## src/rtl/adc_acc_pkg.sv

```systemverilog
// Package holding the accumulator configuration layout, encodings and constants.
package adc_acc_pkg;

  // ==========================================================================
  // Register location and field layout
  // ==========================================================================
  localparam logic [7:0] ACC_CFG_ADDR = 8'hba;
  localparam logic [7:0] ACC_CFG_RESET = 8'h00;
  localparam int TWELVE_BIT_POS = 7;
  localparam int ACCUM_EN_POS = 6;
  localparam int SHIFT_SEL_MSB = 5;
  localparam int SHIFT_SEL_LSB = 3;
  localparam int REPEAT_MSB = 2;
  localparam int REPEAT_LSB = 0;

  // ==========================================================================
  // Shift and justify codes
  // ==========================================================================
  localparam logic [2:0] SJ_RIGHT_NONE = 3'h0;
  localparam logic [2:0] SJ_RIGHT_SH1 = 3'h1;
  localparam logic [2:0] SJ_RIGHT_SH2 = 3'h2;
  localparam logic [2:0] SJ_RIGHT_SH3 = 3'h3;
  localparam logic [2:0] SJ_LEFT_NONE = 3'h4;

  // Left shift that moves a 12-bit or 10-bit sample to the top of the word.
  localparam logic [3:0] LEFT_SHIFT_12 = 4'h4;
  localparam logic [3:0] LEFT_SHIFT_10 = 4'h6;

  // ==========================================================================
  // Repeat count codes and widths
  // ==========================================================================
  localparam logic [2:0] RPT_1 = 3'h0;
  localparam logic [2:0] RPT_4 = 3'h1;
  localparam logic [2:0] RPT_8 = 3'h2;
  localparam logic [2:0] RPT_16 = 3'h3;
  localparam logic [2:0] RPT_32 = 3'h4;
  localparam logic [2:0] RPT_64 = 3'h5;
  localparam int SAMPLE_W = 12;
  localparam int WORD_W = 16;
  localparam int COUNT_W = 7;

  // Burst sequencer states, one-hot.
  typedef enum logic [2:0]
  {
    ST_IDLE = 3'b001,
    ST_REQ = 3'b010,
    ST_WAIT = 3'b100
  } burst_state_t;

endpackage

```

## src/rtl/result_formatter.sv

```systemverilog
// Registered shift and justify stage that turns the accumulator into the readable result word.
`timescale 1ns/100ps

module result_formatter
(
  // Clock and reset
  input wire logic i_mclk,
  input wire logic i_reset,
  // Accumulator and format selection
  input wire logic [15:0] i_acc,
  input wire logic [2:0] i_shift_sel,
  input wire logic i_twelve_bit,
  // Formatted word
  output logic [15:0] o_word
);

  // ==========================================================================
  // Format stage
  // ==========================================================================
  logic [15:0] nxt_word;

  // Reserved codes fall back to right justified with no shift so the word never goes stale.
  always_comb
  begin
    unique case (i_shift_sel)
      adc_acc_pkg::SJ_RIGHT_SH1: nxt_word = i_acc >> 1;
      adc_acc_pkg::SJ_RIGHT_SH2: nxt_word = i_acc >> 2;
      adc_acc_pkg::SJ_RIGHT_SH3: nxt_word = i_acc >> 3;
      adc_acc_pkg::SJ_LEFT_NONE:
        nxt_word = i_acc << (i_twelve_bit ? adc_acc_pkg::LEFT_SHIFT_12 : adc_acc_pkg::LEFT_SHIFT_10);
      default: nxt_word = i_acc;
    endcase
  end

  // The output is registered so the result bus has a clean flop source.
  always_ff @(posedge i_mclk or posedge i_reset)
  begin
    if (i_reset)
    begin
      o_word <= 16'h0000;
    end
    else
    begin
      o_word <= nxt_word;
    end
  end

endmodule

```

## src/rtl/adc_accumulator_format.sv

```systemverilog
// Accumulator configuration register, conversion accumulator and burst sequencer of the converter.
// What this block does
// When the twelve-bit enable bit is set the converter runs in 12-bit mode, otherwise not.
// With burst off and accumulate enable clear, each conversion replaces the result word.
// With burst off and accumulate enable set, each conversion is added into the result word.
// Software restarts the sum by writing zero into both result bytes; outside a burst the block never clears it itself.
// The accumulate enable bit is writable but always reads back as zero.
// The shift/justify field selects right justify with shift 0 to 3, or left justify with no shift.
// In burst mode the repeat field selects 1, 4, 8, 16, 32 or 64 conversions, all summed.
// Software keeps the repeat field at zero while burst mode is off.
// In burst mode with the converter enable clear, the converter powers down after the last conversion.
// Reset clears the whole configuration register to zero.
`timescale 1ns/100ps

module adc_accumulator_format
(
  // Clock and reset
  input wire logic i_mclk,
  input wire logic i_reset,
  // Special function register port
  input wire logic [7:0] i_sfr_addr,
  input wire logic i_sfr_wr,
  input wire logic i_sfr_rd,
  input wire logic [7:0] i_sfr_wdata,
  output logic [7:0] o_sfr_rdata,
  // Result word byte writes from software
  input wire logic i_result_wr_hi,
  input wire logic i_result_wr_lo,
  input wire logic [7:0] i_result_wdata,
  // Converter control
  input wire logic i_burst_mode_enable,
  input wire logic i_converter_enable,
  input wire logic i_start,
  input wire logic i_conv_done,
  input wire logic [11:0] i_conv_data,
  // Converter controls and result
  output logic o_twelve_bit_mode,
  output logic o_conv_request,
  output logic o_converter_powered,
  output logic o_burst_busy,
  output logic o_burst_done,
  output logic [15:0] o_result_word
);

  // ==========================================================================
  // Configuration register
  // ==========================================================================
  logic twelve_bit_ff;
  logic accum_en_ff;
  logic [2:0] shift_sel_ff;
  logic [2:0] repeat_ff;
  logic cfg_sel;

  assign cfg_sel = (i_sfr_addr == adc_acc_pkg::ACC_CFG_ADDR);

  // Number of conversions in one burst for a repeat code; reserved codes act as one.
  function automatic logic [6:0] repeat_total(input logic [2:0] code);
    logic [6:0] total;
    total = 7'h01;
    unique case (code)
      adc_acc_pkg::RPT_4: total = 7'h04;
      adc_acc_pkg::RPT_8: total = 7'h08;
      adc_acc_pkg::RPT_16: total = 7'h10;
      adc_acc_pkg::RPT_32: total = 7'h20;
      adc_acc_pkg::RPT_64: total = 7'h40;
      default: total = 7'h01;
    endcase
    return total;
  endfunction

  // Every field clears on reset; a write replaces all fields at once.
  always_ff @(posedge i_mclk or posedge i_reset)
  begin
    if (i_reset)
    begin
      twelve_bit_ff <= adc_acc_pkg::ACC_CFG_RESET[adc_acc_pkg::TWELVE_BIT_POS];
      accum_en_ff <= adc_acc_pkg::ACC_CFG_RESET[adc_acc_pkg::ACCUM_EN_POS];
      shift_sel_ff <= adc_acc_pkg::ACC_CFG_RESET[adc_acc_pkg::SHIFT_SEL_MSB:adc_acc_pkg::SHIFT_SEL_LSB];
      repeat_ff <= adc_acc_pkg::ACC_CFG_RESET[adc_acc_pkg::REPEAT_MSB:adc_acc_pkg::REPEAT_LSB];
    end
    else if (i_sfr_wr && cfg_sel)
    begin
      twelve_bit_ff <= i_sfr_wdata[adc_acc_pkg::TWELVE_BIT_POS];
      accum_en_ff <= i_sfr_wdata[adc_acc_pkg::ACCUM_EN_POS];
      shift_sel_ff <= i_sfr_wdata[adc_acc_pkg::SHIFT_SEL_MSB:adc_acc_pkg::SHIFT_SEL_LSB];
      repeat_ff <= i_sfr_wdata[adc_acc_pkg::REPEAT_MSB:adc_acc_pkg::REPEAT_LSB];
    end
  end

  // Read data is registered; other addresses and idle cycles read zero.
  always_ff @(posedge i_mclk or posedge i_reset)
  begin
    if (i_reset)
    begin
      o_sfr_rdata <= 8'h00;
    end
    else if (i_sfr_rd && cfg_sel)
    begin
      o_sfr_rdata <= {twelve_bit_ff, 1'b0, shift_sel_ff, repeat_ff};
    end
    else
    begin
      o_sfr_rdata <= 8'h00;
    end
  end

  // The mode flag follows the register so the converter sees a flop output.
  always_ff @(posedge i_mclk or posedge i_reset)
  begin
    if (i_reset)
    begin
      o_twelve_bit_mode <= 1'b0;
    end
    else
    begin
      o_twelve_bit_mode <= twelve_bit_ff;
    end
  end

  // ==========================================================================
  // Burst sequencer
  // ==========================================================================
  adc_acc_pkg::burst_state_t state_ff;
  logic [6:0] done_cnt_ff;
  logic [6:0] target_ff;
  logic last_done;

  assign last_done = (state_ff == adc_acc_pkg::ST_WAIT) && i_conv_done && (done_cnt_ff + 7'h01 == target_ff);

  // One conversion is requested at a time, so a slow converter can never be overrun.
  always_ff @(posedge i_mclk or posedge i_reset)
  begin
    if (i_reset)
    begin
      state_ff <= adc_acc_pkg::ST_IDLE;
      done_cnt_ff <= 7'h00;
      target_ff <= 7'h01;
    end
    else
    begin
      unique case (state_ff)
        adc_acc_pkg::ST_IDLE:
          if (i_start && i_burst_mode_enable)
          begin
            state_ff <= adc_acc_pkg::ST_REQ;
            done_cnt_ff <= 7'h00;
            target_ff <= repeat_total(repeat_ff);
          end
        adc_acc_pkg::ST_REQ:
          state_ff <= adc_acc_pkg::ST_WAIT;
        adc_acc_pkg::ST_WAIT:
          if (i_conv_done)
          begin
            done_cnt_ff <= done_cnt_ff + 7'h01;
            state_ff <= last_done ? adc_acc_pkg::ST_IDLE : adc_acc_pkg::ST_REQ;
          end
        default:
          state_ff <= adc_acc_pkg::ST_IDLE;
      endcase
    end
  end

  // Request, busy, done and power outputs are all registered.
  always_ff @(posedge i_mclk or posedge i_reset)
  begin
    if (i_reset)
    begin
      o_conv_request <= 1'b0;
      o_burst_busy <= 1'b0;
      o_burst_done <= 1'b0;
      o_converter_powered <= 1'b0;
    end
    else
    begin
      o_conv_request <= (state_ff == adc_acc_pkg::ST_REQ);
      o_burst_busy <= (state_ff != adc_acc_pkg::ST_IDLE) && !last_done;
      o_burst_done <= last_done;
      // Powered while enabled, or only until the burst's final conversion lands.
      o_converter_powered <= i_converter_enable || ((state_ff != adc_acc_pkg::ST_IDLE) && !last_done);
    end
  end

  // ==========================================================================
  // Accumulator
  // ==========================================================================
  logic [15:0] acc_ff;
  logic [15:0] sample;
  logic burst_first;

  assign sample = {4'h0, i_conv_data};
  assign burst_first = (state_ff == adc_acc_pkg::ST_WAIT) && (done_cnt_ff == 7'h00);

  // A software byte write wins over a conversion landing in the same cycle.
  always_ff @(posedge i_mclk or posedge i_reset)
  begin
    if (i_reset)
    begin
      acc_ff <= 16'h0000;
    end
    else if (i_result_wr_hi || i_result_wr_lo)
    begin
      if (i_result_wr_hi)
      begin
        acc_ff[15:8] <= i_result_wdata;
      end
      if (i_result_wr_lo)
      begin
        acc_ff[7:0] <= i_result_wdata;
      end
    end
    else if (i_conv_done)
    begin
      if (state_ff != adc_acc_pkg::ST_IDLE)
      begin
        acc_ff <= burst_first ? sample : acc_ff + sample;
      end
      else if (accum_en_ff)
      begin
        acc_ff <= acc_ff + sample;
      end
      else
      begin
        acc_ff <= sample;
      end
    end
  end

  result_formatter u_fmt
  (
    .i_mclk(i_mclk),
    .i_reset(i_reset),
    .i_acc(acc_ff),
    .i_shift_sel(shift_sel_ff),
    .i_twelve_bit(twelve_bit_ff),
    .o_word(o_result_word)
  );

endmodule

```

## config.mk

```make
export PLATFORM = sky130hd
export DESIGN_NAME = adc_accumulator_format
export DESIGN_NICKNAME = d
export VERILOG_FILES = /design/src/rtl/adc_acc_pkg.sv /design/src/rtl/result_formatter.sv /design/src/rtl/adc_accumulator_format.sv
export SDC_FILE = /design/constraint.sdc
export NUM_CORES = 1
export LEC_CHECK = 0
export ABC_AREA = 1
export BUFFER_PORTS_ARGS = -buffer_cell sky130_fd_sc_hd__buf_2
export CAP_MARGIN = 25
export CORE_UTILIZATION = 45
export DETAILED_ROUTE_END_ITERATION = 6
export GPL_TIMING_DRIVEN = 0
export PLACE_DENSITY_LB_ADDON = 0.15
export SYNTH_ARGS = -nofsm -noshare
export SYNTH_HDL_FRONTEND = slang
export SYNTH_HIERARCHICAL = 1
export SYNTH_SLANG_ARGS = --single-unit
export TNS_END_PERCENT = 20
```

## constraint.sdc

```tcl
create_clock -name i_mclk -period 2.2 [get_ports i_mclk]
set_clock_uncertainty 0.1 [all_clocks]
set_input_delay 0.33 -clock i_mclk [delete_from_list [all_inputs] [get_ports i_mclk]]
set_output_delay 0.33 -clock i_mclk [all_outputs]
set_load 0.02 [all_outputs]
```

== Word level (Yosys, flattened, before mapping) ==
Index checks and enable logic that the tools add are counted.

* Reduce and logical (&&, ||, !) cells: 18
* Add/sub/neg operators: 2
* Shift operators: 1
* Eq/ne operators: 19
* Multiplexer cells: 18

{| class="wikitable"
|+ Operators with widths
! cell !! count
|-
| 16-bit two-way mux || 5
|-
| 16-bit one-hot mux with 4 select lines || 1
|-
| 7-bit one-hot mux with 5 select lines || 1
|-
| 8-bit two-way mux || 3
|-
| 16-bit by 12-bit adder with 16-bit output || 1
|-
| 16-bit by 4-bit left shift with 16-bit output || 1
|-
| 3-bit by 2-bit == test with 1-bit output, second input constant || 5
|-
| 7-bit two-way mux || 2
|-
| 7-bit one-hot mux with 2 select lines || 1
|-
| 3-bit == test, second input constant || 4
|-
| 3-bit by 1-bit == test with 1-bit output, second input constant || 3
|-
| 3-bit one-hot mux with 3 select lines || 1
|-
| 8-bit == test, second input constant || 1
|-
| 2-bit != test, second input constant || 4
|-
| 2-bit AND reduction || 4
|-
| 7-bit by 1-bit adder with 7-bit output, second input constant || 1
|-
| 7-bit == test || 1
|-
| 1-bit logical AND || 7
|-
| 7-bit zero test || 1
|-
| 3-bit two-way mux || 2
|-
| 2-bit two-way mux || 2
|-
| 2-bit nonzero test || 2
|-
| 3-bit by 1-bit != test with 1-bit output, second input constant || 1
|-
| 3-bit AND reduction || 1
|-
| 2 further kinds || 3
|}

* Register bits after elaboration: 70

== Depth between registers and ports, before layout ==
Gate-level depths: netlist of the first run.

* Depth in word-level cells: 6
* Mapped depth: 12
* Depth with buffers taken out: 11

== Hierarchy ==
Netlist of the first run, hierarchy kept.

{| class="wikitable"
|+ Modules (own cells, without submodules)
! module !! instances !! area an instance (um2) !! sequential area each (um2) !! cells each
|-
| adc_accumulator_format || 1 || 3485.8 || 1303.8 || 507
|-
| result_formatter || 1 || 1162.4 || 400.4 || 184
|}

== Worst setup path before layout of the first run ==
Ideal clock, no wire load.

* Path type: flip-flop to flip-flop
* From: register acc_ff[0]
* To: register acc_ff[12]
* Arrival time: 1.700 ns
* Path buffers: 0
* Clock period less this slack: 1.877 ns
* Setup slack: 0.323 ns
* Cell stages (with the launch flop): 12
* Required time: 2.023 ns
* Cells stage by stage: dfrtp_1 ha_1 fa_1 nand3_1 nand3_1 nand2_1 nand2_1 nand2_1 nand2_1 nand2_1 nand3_1 a21oi_1

* Word-level cells in the longest chain between the ends: 5

{| class="wikitable"
|+ RTL lines
! element !! line !! RTL
|-
| start: declaration || adc_accumulator_format.sv:186 || <nowiki>logic [15:0] acc_ff;</nowiki>
|-
| start signal: assignment || adc_accumulator_format.sv:208 || <nowiki>acc_ff[7:0] <= i_result_wdata;</nowiki>
|-
| start signal: assignment || adc_accumulator_format.sv:215 || <nowiki>acc_ff <= burst_first ? sample : acc_ff + sample;</nowiki>
|-
| start signal: assignment || adc_accumulator_format.sv:219 || <nowiki>acc_ff <= acc_ff + sample;</nowiki>
|-
| 16-bit by 12-bit adder with 16-bit output * || adc_accumulator_format.sv:215, adc_accumulator_format.sv:219 ||
|-
| 16-bit two-way mux, on equally long branches || adc_accumulator_format.sv:217, adc_accumulator_format.sv:215 ||
|-
| 16-bit two-way mux * || adc_accumulator_format.sv:213 || <nowiki>if (state_ff != adc_acc_pkg::ST_IDLE)</nowiki>
|-
| 16-bit two-way mux * || adc_accumulator_format.sv:211 || <nowiki>else if (i_conv_done)</nowiki>
|-
| 16-bit two-way mux * || adc_accumulator_format.sv:200 || <nowiki>else if (i_result_wr_hi || i_result_wr_lo)</nowiki>
|}

Every way passes the cells marked *; elsewhere a longest branch is shown, timed or not. The select of a mux whose other input is x is not followed.
A chain may end at the register's enable or synchronous reset.

== Final worst setup path of the first run ==
Ends and elaborated chain as after synthesis.

==> results.py, run 1 <==
metrics = {
    "clock_tree": {
        "cts.sink_count": 68,
        "cts.repair_timing.setup_buffer_count": 0,
        "cts-buffers-inserted": 9,
        "clock_insertion_delay_worst_skew_ns": 0.36,
        "root_buffer_selected_by_cts": "sky130_fd_sc_hd__clkbuf_8",
        "clock_tree.htree_level_count": 3,
        "clk_transition_reported_paths_ns": 0.09,
        "ctsLongestPathBuffers": 2,
        "cts_tree": "built",
    },
    "sta": {
        "rsz_0062_raised_after_global_routing": "true",
        "timing.setup.tns_ns": 0,
        "slew_violations": 0,
        "timing.fmax_mhz": 472.0,
        "post-route-period-util": 0.9630,
        "layout_min_cycle_time_ns": 2.119,
        "finalHoldViolations": 0,
        "worst_slew_pin_slew_ns": 0.7893,
        "report.final.setup_viol": 0,
        "timing.max_slew.rel_slack": 0.4738,
    },
    "placement": {
        "total_placed_instance_area_um2": 5200,
        "io_buffers": 73,
        "gpl.final_weighted_congestion": 0.9638,
        "detailed_place_hpwl_um": 9800,
    },
    "worst_setup_path": {
        "worst_path_max_fanout": 5,
        "startpoint_type": "register",
        "timing.critical_path.arrival_ns": 2.30,
        "timing.critical_path.max_delay_family": "simple AND/OR/NAND/NOR gates",
        "crit_top_cell": "sky130_fd_sc_hd__nand2_1",
        "crit_chain": "ha_1, fa_2, nand3_1, nand3_1, nand2_1, nand2_1, nand2_1, nand2_1, nand2_1, nand3_1, a21oi_2",
        "critical_setup_path_class": "register to register",
        "slowest_delay_ns": 0.45,
        "worst-endpoint-required_ns": 2.38,
        "endpoint_type_of_the_worst_setup_path": "register",
        "critPathBufInv": 0,
        "critPathSlowestCell": "sky130_fd_sc_hd__dfrtp_2",
    },
    "power": {
        "sequentialPowerShare": 0.397,
        "power.clock.fraction": 0.247,
        "cell_internal_pwr_mw": 2.526,
        "switching_share": 0.4051,
        "power.net_switching_mw": 1.720,
        "worst_ir_drop_vdd_mv": 0.4778,
        "power.static_leakage_nw": 2.900,
        "power_dens_cells_nw_per_um2": 780.7,
        "combPwrFrac": 0.355,
    },
    "synthesis": {
        "post_synth_fa_ha_maj_area_fraction": 0.04199,
        "muxShareOfSynthArea": 0,
        "synth-simple-area-share": 0.4105,
        "synth_cell_types": 40,
        "synth.net_count": 752,
        "yosys_most_used_dff": "sky130_fd_sc_hd__dfrtp_1",
        "netlist_area_um2": 4648,
        "asyncSetResetFlopFracSynth": 1.000,
        "edff_count_synth": 0,
        "seq_area_frac_synth": 0.3666,
        "synth_xor_xnor_area_share": 0.009421,
        "combinational_family_with_the_most_area_after_synthesis": "simple AND/OR/NAND/NOR gates",
        "yosys_register_bits": 68,
        "yosys_warnings": 6,
        "synthCells": 691,
        "syn_area_per_cell_um2": 6.727,
        "synth_compound_gate_area_share": 0.08318,
    },
    "drt": {
        "vias_per_cell": 5.271,
        "drc": 0,
        "vias": 4823,
        "drtIter0Drc": 345,
        "drt_pass1_iterations": 5,
        "final_antenna_net_count": 0,
        "routed_wirelength_um": 12730,
        "post_drt_wl_per_cell_um": 13.91,
    },
    "grt": {
        "vias_in_the_first_global_route": 4555,
        "grt.total_usage": 0.2509,
        "first_pass_grt_wire_length_um": 21530,
        "global_route.overflow_total": 0,
        "grt_start_max_net_pins": 43,
        "grt_antenna_before_repair": 0,
    },
    "finish": {
        "layout.cells.most_common": "sky130_fd_sc_hd__nand2_1",
        "total_non_filler_cell_area_in_the_finished_layout_um2": 5439,
        "area_growth_pct": 17.01,
        "insertedDiodeCount": 0,
        "layout-drive-gt1-share": 0.1777,
        "finish.net_count": 838,
        "most_frequent_cells_in_the_layout": "sky130_fd_sc_hd__nand2_1, sky130_fd_sc_hd__nor2_1, sky130_fd_sc_hd__buf_2, sky130_fd_sc_hd__inv_1, sky130_fd_sc_hd__nand3_1",
    },
    "run_status": {
        "run_status": "finished clean",
    },
    "min_path": {
        "hp-class": "primary input to register",
    },
    "job": {
        "maxCapViolCount": 0,
    },
    "floorplan": {
        "core_um2": 9910,
        "fp.dieArea_um2": 10740,
        "design.portCount": 75,
        "fp.dieH_um": 103.6,
        "die_w_um": 103.6,
        "start_util": 0.4691,
        "num_rows": 36,
    },
}
-- cell usage after synthesis, drive strengths merged (2+ instances only) --
library cell  count  area [um2]
o21ai            18       105.1
dfrtp            66        1652
nand3            80       430.4
nor4              2       12.51
dfstp             2       52.55
ha               14       175.2
inv              82       307.8
a21oi            36       198.9
clkinv            2       7.510
xor2              5       43.79
o22ai             6       37.54
nand2           192       723.2
or2               2       12.51
o211ai            2       15.01
nor3              5       41.29
clkbuf            4       15.01
nor2            119       459.2
buf              12       76.31
nand3b            2       15.01
nand4            33       206.5
-- sequential cells by signal, indices dropped and copies added, names as in the netlist, 3 cells and up --
signal / flops
acc_ff: 16
u_fmt/o_word: 16
done_cnt_ff: 7
o_sfr_rdata: 7
target_ff: 6
repeat_ff: 3
shift_sel_ff: 3
state_ff: 3
-- power groups by stage --
| stage | clock [mW] | sequential, mW | combinational, mW |
|---|---|---|---|
| after global routing | 1.13 | 1.72 | 1.71 |
| after global placement | 0 | 1.69 | 1.45 |
| final | 1.05 | 1.69 | 1.51 |
| after CTS | 1.07 | 1.68 | 1.50 |
| after detailed placement | 0 | 1.70 | 1.49 |
| after floorplan | 0 | 1.72 | 1.02 |
-- routing by layer --
layer	part of all wire	GRT usage	up-vias
li1	-	-	2416
met1	0.46	0.3376	2223
met2	0.46	0.4108	168
met3	0.061	0.03965	16
met4	0.015	0.08385	0
met5	0	0	-
-- per-stage QoR --
| step | utilization | hold WS, ns | std cells | total power [mW] | setup slack [ns] |
|---|---|---|---|---|---|
| floorplan | - | 0.1437 | 691 | 2.736 | 0.3225 |
| global placement | 0.5227 | 0.3052 | 897 | 3.147 | -0.2924 |
| detailed placement | 0.5247 | 0.2082 | 898 | 3.186 | -0.04619 |
| CTS | 0.5461 | 0.05034 | 915 | 4.242 | 0.04147 |
| global route | 0.5489 | 0.06300 | 915 | 4.557 | -0.06198 |
| finish | 0.5489 | 0.05357 | 915 | 4.246 | 0.08148 |
-- repair_timing --
| item | CTS | global route |
|---|---|---|
| hold endpoints to repair | 26 | 0 |
| hold buffers | 1 | 0 |
| resized for setup | 1 | 8 |
| pin swaps | 0 | 0 |
| endpoints found under the setup margin | 1 | 5 |
-- layout make-up --
cell class,count,area (um2)
flip-flops and latches,68,1709
multi-input cells,523,2562
inverters,84,315.3
clock inverters,7,75.07
plain buffers,16,91.34
clock buffers,9,123.9
fillers,1024,4471
well taps,133,166.4
repair buffers,75,395.4
-- path summary, 6_finish.rpt --
kind	startpoint	end	slack (ns)	cells past startpoint
worst min-delay path	i_converter_enable	o_converter_powered	0.05	2
min in group asynchronous	i_reset	acc_ff[12]	0.36	3
worst max-delay path	acc_ff[0]	acc_ff[12]	0.08	11
worst max register to register	acc_ff[0]	acc_ff[12]	0.08	11
worst min register to register	twelve_bit_ff	o_twelve_bit_mode	0.41	0
max in group asynchronous	i_reset	state_ff[0]	1.04	4
-- worst register-to-register path: cells and delay by family, from the launching register on --
kind            cells  cell delay [ns]
compound gates      1             0.17
fa+ha+maj           2             0.65
flops               1             0.45
simple gates        8             0.68
-- cells by family (layout without fill, tap and decap cells) --
| family | Yosys count | count (layout) |
|---|---|---|
| and+or+nand+nor | 436 | 436 |
| buffers and inverters | 100 | 191 |
| DFF | 68 | 68 |
| AOI/OAI and AO/OA | 66 | 66 |
| adders and majority gates | 15 | 15 |
| xor gates and xnor gates | 5 | 5 |
| other | 1 | 1 |
(Power assumes the default switching activity.)
==> inputs of run 2 (changes only) <==
--- a/config.mk
+++ b/config.mk
@@ -11,7 +11,7 @@
 export CORE_UTILIZATION = 45
 export DETAILED_ROUTE_END_ITERATION = 6
 export GPL_TIMING_DRIVEN = 0
-export PLACE_DENSITY_LB_ADDON = 0.15
+export PLACE_DENSITY_LB_ADDON = 0.1
 export SYNTH_ARGS = -nofsm -noshare
 export SYNTH_HDL_FRONTEND = slang
 export SYNTH_HIERARCHICAL = 1
==> results.py, run 2 (synthesized netlist as in run 1, its figures left out) <==
metrics = {
    "run_status": {
        "run_status": "finished clean",
    },
    "clock_tree": {
        "cts_tree": "built",
        "cts.sink_count": 68,
        "cts-buffers-inserted": 9,
        "clock_insertion_delay_worst_skew_ns": 0.35,
        "clock_tree.htree_level_count": 3,
        "clk_transition_reported_paths_ns": 0.08,
        "root_buffer_selected_by_cts": "sky130_fd_sc_hd__clkbuf_8",
        "ctsLongestPathBuffers": 2,
    },
    "placement": {
        "gpl.final_weighted_congestion": 0.9564,
        "io_buffers": 73,
        "detailed_place_hpwl_um": 9895,
    },
    "worst_setup_path": {
        "timing.rr.start": "acc_ff[0]",
        "critPathSlowestCell": "sky130_fd_sc_hd__dfrtp_2",
        "endpoint_type_of_the_worst_setup_path": "register",
        "worst-endpoint-required_ns": 2.38,
        "critPathBufInv": 0,
        "r2r_cells": 11,
        "startpoint_type": "register",
        "regToRegSetupSlack_ns": 0.07,
        "crit_chain": "ha_1, fa_2, nand3_1, nand3_1, nand2_1, nand2_1, nand2_1, nand2_1, nand2_1, nand3_1, a21oi_1",
        "slowest_delay_ns": 0.45,
        "worst-path-stages": 11,
        "worst_path_max_fanout": 5,
        "timing.critical_path.arrival_ns": 2.31,
        "critical_setup_path_class": "register to register",
        "regToRegEndpoint": "acc_ff[12]",
        "crit_top_cell": "sky130_fd_sc_hd__nand2_1",
        "timing.critical_path.max_delay_family": "simple AND/OR/NAND/NOR gates",
    },
    "grt": {
        "grt_antenna_before_repair": 0,
        "vias_in_the_first_global_route": 4494,
        "global_route.overflow_total": 0,
        "grt_start_max_net_pins": 29,
        "first_pass_grt_wire_length_um": 21450,
        "grt.total_usage": 0.2482,
    },
    "power": {
        "report.power.total_mw": 4.314,
        "worst_ir_drop_vdd_mv": 0.5519,
        "power.static_leakage_nw": 2.929,
        "power_dens_cells_nw_per_um2": 789.6,
    },
    "sta": {
        "slew_violations": 0,
        "timing.fmax_mhz": 469.0,
        "hold_slack_ns": 0.05847,
        "post-route-period-util": 0.9692,
        "timing.max_slew.rel_slack": 0.4223,
        "rsz_0062_raised_after_global_routing": "true",
        "report.final.setup_viol": 0,
        "finalHoldViolations": 0,
        "worst_slew_pin_slew_ns": 0.8665,
        "layout_min_cycle_time_ns": 2.132,
    },
    "finish": {
        "final_core_util": 0.5514,
        "nFillCells": 1028,
        "finish.net_count": 842,
        "area_growth_pct": 17.55,
        "layout-drive-gt1-share": 0.1832,
        "biggestRegsByFlops": "acc_ff (16), u_fmt/o_word (16)",
        "most_frequent_cells_in_the_layout": "sky130_fd_sc_hd__nand2_1, sky130_fd_sc_hd__nor2_1, sky130_fd_sc_hd__buf_2, sky130_fd_sc_hd__inv_1, sky130_fd_sc_hd__nand3_1",
        "insertedDiodeCount": 0,
        "layout.cells.most_common": "sky130_fd_sc_hd__nand2_1",
    },
    "drt": {
        "vias": 4859,
        "post_drt_wl_per_cell_um": 14.01,
        "drtIter0Drc": 363,
        "drt_pass1_iterations": 5,
        "drc": 0,
        "final_antenna_net_count": 0,
        "vias_per_cell": 5.287,
        "routed_wirelength_um": 12870,
    },
    "floorplan": {
        "die_w_um": 103.6,
        "num_rows": 36,
        "fp.dieH_um": 103.6,
        "fp.dieArea_um2": 10740,
        "core_um2": 9910,
        "design.portCount": 75,
        "start_util": 0.4691,
    },
    "min_path": {
        "hp-class": "primary input to register",
        "hold_path_endpoint": "o_converter_powered",
        "timing.hold.worst.start": "i_converter_enable",
        "worst_hold_path.num_cells": 2,
    },
    "job": {
        "maxCapViolCount": 0,
    },
}
==> run 2: cell type report <==
type	instances	area, um2	share of cell area
Inverter	84	315.3	0.05771
Multi-Input combinational cell	523	2555	0.4676
Sequential cell	68	1712	0.3133
Buffer	16	91.34	0.01672
Timing Repair Buffer	79	425.4	0.07786
Tap cell	133	166.4	0.03046
Clock inverter	7	75.07	0.01374
Clock buffer	9	123.9	0.02267
==> run 2: through the flow <==
| step | area, um2 | instances | TNS [ns] | setup WS [ns] |
|---|---|---|---|---|
| floorplan | 4648 | 691 | 0 | 0.3225 |
| global placement | 5180 | 897 | -11.27 | -0.2276 |
| detailed placement | 5200 | 898 | -0.02574 | -0.02574 |
| CTS | 5411 | 915 | -0.008628 | -0.008628 |
| global route | 5464 | 919 | -0.001360 | -0.001360 |
| finish | 5464 | 919 | 0 | 0.06768 |
==> run 2: worst max path at each step <==
stage                   startpoint              to
finish                   acc_ff[0]      acc_ff[12]
floorplan                acc_ff[0]      acc_ff[12]
detailed placement  i_conv_data[0]      acc_ff[12]
CTS                    state_ff[0]       acc_ff[4]
global placement           i_reset  o_sfr_rdata[5]
global route             acc_ff[0]      acc_ff[12]
==> run 2: layer usage <==
| metal | vias to the layer above | wire, um | GRT usage |
|---|---|---|---|
| met5 | - | 0 | 0 |
| met1 | 2231 | 5981 | 0.3381 |
| met2 | 182 | 5776 | 0.3941 |
| met3 | 27 | 843 | 0.04468 |
| li1 | 2419 | - | - |
| met4 | 0 | 273 | 0.09006 |
==> run 2: what timing repair did <==
| item | in CTS | in global routing |
|---|---|---|
| pin swaps | 0 | 2 |
| hold buffers | 1 | 0 |
| setup buffers | 0 | 4 |
| resized for setup | 1 | 11 |
| gates cloned | 0 | 0 |
| setup endpoints to repair | 3 | 10 |
| endpoints found under the hold margin | 39 | 0 |
==> run 2: report_power, final <==
group / internal, mW / switching, mW
combinational: 0.587 / 0.976
clock: 0.529 / 0.535
sequential: 1.45 / 0.237
total: 2.57 / 1.75
==> inputs of run 3 (changes only) <==
--- a/config.mk
+++ b/config.mk
@@ -8,10 +8,13 @@
 export ABC_AREA = 1
 export BUFFER_PORTS_ARGS = -buffer_cell sky130_fd_sc_hd__buf_2
 export CAP_MARGIN = 25
+export CORE_MARGIN = 8
 export CORE_UTILIZATION = 45
 export DETAILED_ROUTE_END_ITERATION = 6
 export GPL_TIMING_DRIVEN = 0
 export PLACE_DENSITY_LB_ADDON = 0.1
+export RECOVER_POWER = 100
+export SLEW_MARGIN = 10
 export SYNTH_ARGS = -nofsm -noshare
 export SYNTH_HDL_FRONTEND = slang
 export SYNTH_HIERARCHICAL = 1
==> results.py, run 3 (synthesized netlist as in run 1, its figures left out) <==
metrics = {
    "run_status": {
        "run_status": "finished clean",
    },
    "sta": {
        "timing.setup.tns_ns": 0,
        "slew_violations": 0,
        "worst_slack_ns": 0.1478,
        "report.final.setup_viol": 0,
        "worst_slew_pin_slew_ns": 0.8440,
        "timing.fmax_mhz": 487.3,
        "finalHoldViolations": 0,
        "hold_slack_ns": 0.05060,
        "post-route-period-util": 0.9328,
        "layout_min_cycle_time_ns": 2.052,
        "timing.max_slew.rel_slack": 0.4367,
    },
    "floorplan": {
        "core_um2": 10180,
        "num_rows": 37,
        "fp.dieH_um": 117.6,
        "die_w_um": 117.6,
        "design.portCount": 75,
        "start_util": 0.4564,
        "fp.dieArea_um2": 13840,
    },
    "grt": {
        "grt.total_usage": 0.1976,
        "vias_in_the_first_global_route": 4566,
        "grt_start_max_net_pins": 31,
        "grt_antenna_before_repair": 0,
        "global_route.overflow_total": 0,
        "first_pass_grt_wire_length_um": 22570,
    },
    "clock_tree": {
        "root_buffer_selected_by_cts": "sky130_fd_sc_hd__clkbuf_8",
        "clock_tree.htree_level_count": 3,
        "clock_insertion_delay_worst_skew_ns": 0.37,
        "ctsLongestPathBuffers": 2,
        "cts_tree": "built",
        "cts-buffers-inserted": 9,
        "cts.sink_count": 68,
        "clk_transition_reported_paths_ns": 0.09,
    },
    "finish": {
        "area_growth_pct": 18.47,
        "layout.cells.most_common": "sky130_fd_sc_hd__nand2_1",
        "biggestRegsByFlops": "acc_ff (16), u_fmt/o_word (16)",
        "layout-drive-gt1-share": 0.1476,
        "most_frequent_cells_in_the_layout": "sky130_fd_sc_hd__nand2_1, sky130_fd_sc_hd__nor2_1, sky130_fd_sc_hd__inv_1, sky130_fd_sc_hd__nand3_1, sky130_fd_sc_hd__dfrtp_1",
        "insertedDiodeCount": 0,
        "finish.net_count": 842,
    },
    "job": {
        "maxCapViolCount": 0,
    },
    "drt": {
        "drtIter0Drc": 346,
        "vias": 4781,
        "routed_wirelength_um": 13710,
        "vias_per_cell": 5.185,
        "drt_pass1_iterations": 5,
        "post_drt_wl_per_cell_um": 14.87,
        "drc": 0,
        "final_antenna_net_count": 0,
    },
    "power": {
        "power_dens_cells_nw_per_um2": 826.5,
        "power.static_leakage_nw": 2.848,
        "worst_ir_drop_vdd_mv": 0.4644,
    },
    "worst_setup_path": {
        "critPathSlowestCell": "sky130_fd_sc_hd__dfrtp_1",
        "startpoint_type": "register",
        "timing.critical_path.arrival_ns": 2.18,
        "critical_setup_path_class": "register to register",
        "worst-endpoint-required_ns": 2.33,
        "slowest_delay_ns": 0.51,
        "worst_path_max_fanout": 8,
        "crit_chain": "ha_1, nand2_1, inv_1, a21oi_1, nand2_1, xor2_1, o21ai_0, a21oi_1",
        "endpoint_type_of_the_worst_setup_path": "register",
    },
    "min_path": {
        "hp-class": "primary input to register",
    },
    "placement": {
        "gpl.final_weighted_congestion": 0.9466,
        "detailed_place_hpwl_um": 10380,
        "io_buffers": 73,
        "dp_worst_setup_slack_ns": -0.009403,
    },
}
[run 3: cell types whose count changed in the layout (fill, tap and decap cells not counted), moves of 3 or more]
cell and delta:
sky130_fd_sc_hd__clkinv_4 -3, sky130_fd_sc_hd__ha_1 -4, sky130_fd_sc_hd__clkbuf_1 +33, sky130_fd_sc_hd__a21oi_1 -3, sky130_fd_sc_hd__a21oi_2 +3, sky130_fd_sc_hd__buf_2 -31
[run 3: worst max-delay path: cells and delay by family, from the launching register on]
kind	cells	cell delay, ns
flip-flops	1	0.51
adder cells (fa/ha/maj)	1	0.40
buffers and inverters	1	0.07
AO/OA/AOI/OAI	3	0.42
XOR/XNOR	1	0.14
AND/OR/NAND/NOR	2	0.27
[run 3: final cells by class]
cell class | instances | area, um2
buffer | 16 | 81.33
multi-input combinational | 523 | 2599
clock inverter | 5 | 106.4
tap | 136 | 170.2
sequential | 68 | 1709
fill | 1044 | 4678
timing repair buffer | 79 | 374.1
inverter | 84 | 315.3
clock buffer | 11 | 151.4
[run 3: worst paths after layout]
| kind | start | slack (ns) | cells past startpoint | endpoint |
|---|---|---|---|---|
| min in group asynchronous | i_reset | 0.44 | 3 | u_fmt/o_word[7] |
| max in group asynchronous | i_reset | 0.36 | 4 | acc_ff[7] |
| setup reg to reg | acc_ff[6] | 0.15 | 8 | acc_ff[7] |
| hold / removal | i_converter_enable | 0.05 | 2 | o_converter_powered |
| setup / recovery | acc_ff[6] | 0.15 | 8 | acc_ff[7] |
| hold reg to reg | shift_sel_ff[0] | 0.42 | 2 | o_sfr_rdata[3] |
[run 3: what timing repair did]
item	4_1_cts	5_1_grt
hold buffers	1	0
gates resized for setup	1	15
hold endpoints to repair	36	0
buffers inserted	0	4
endpoints found under the setup margin	1	7
pin swaps	0	2
[run 3: through the flow]
stage	cells	instance area [um2]	utilization	power, mW
after CTS	918	5474	0.5375	4.524
after floorplan	691	4648	-	2.736
after global routing	922	5507	0.5407	4.853
after detailed placement	901	5204	0.5109	3.176
final	922	5507	0.5407	4.551
after global placement	900	5184	0.5090	3.150
[run 3: where the power goes]
part | switching (mW) | internal, mW
registers | 0.227 | 1.45
clock network | 0.519 | 0.819
logic | 0.983 | 0.554
[run 3: metal layers]
| layer | up-vias | part of all wire | wire, um | global-route usage |
|---|---|---|---|---|
| li1 | 2420 | - | - | - |
| met1 | 2156 | 0.47 | 6396 | 0.2640 |
| met2 | 182 | 0.44 | 6080 | 0.3115 |
| met3 | 23 | 0.068 | 937 | 0.04269 |
| met4 | 0 | 0.022 | 298 | 0.06325 |
| met5 | - | 0 | 0 | 0 |
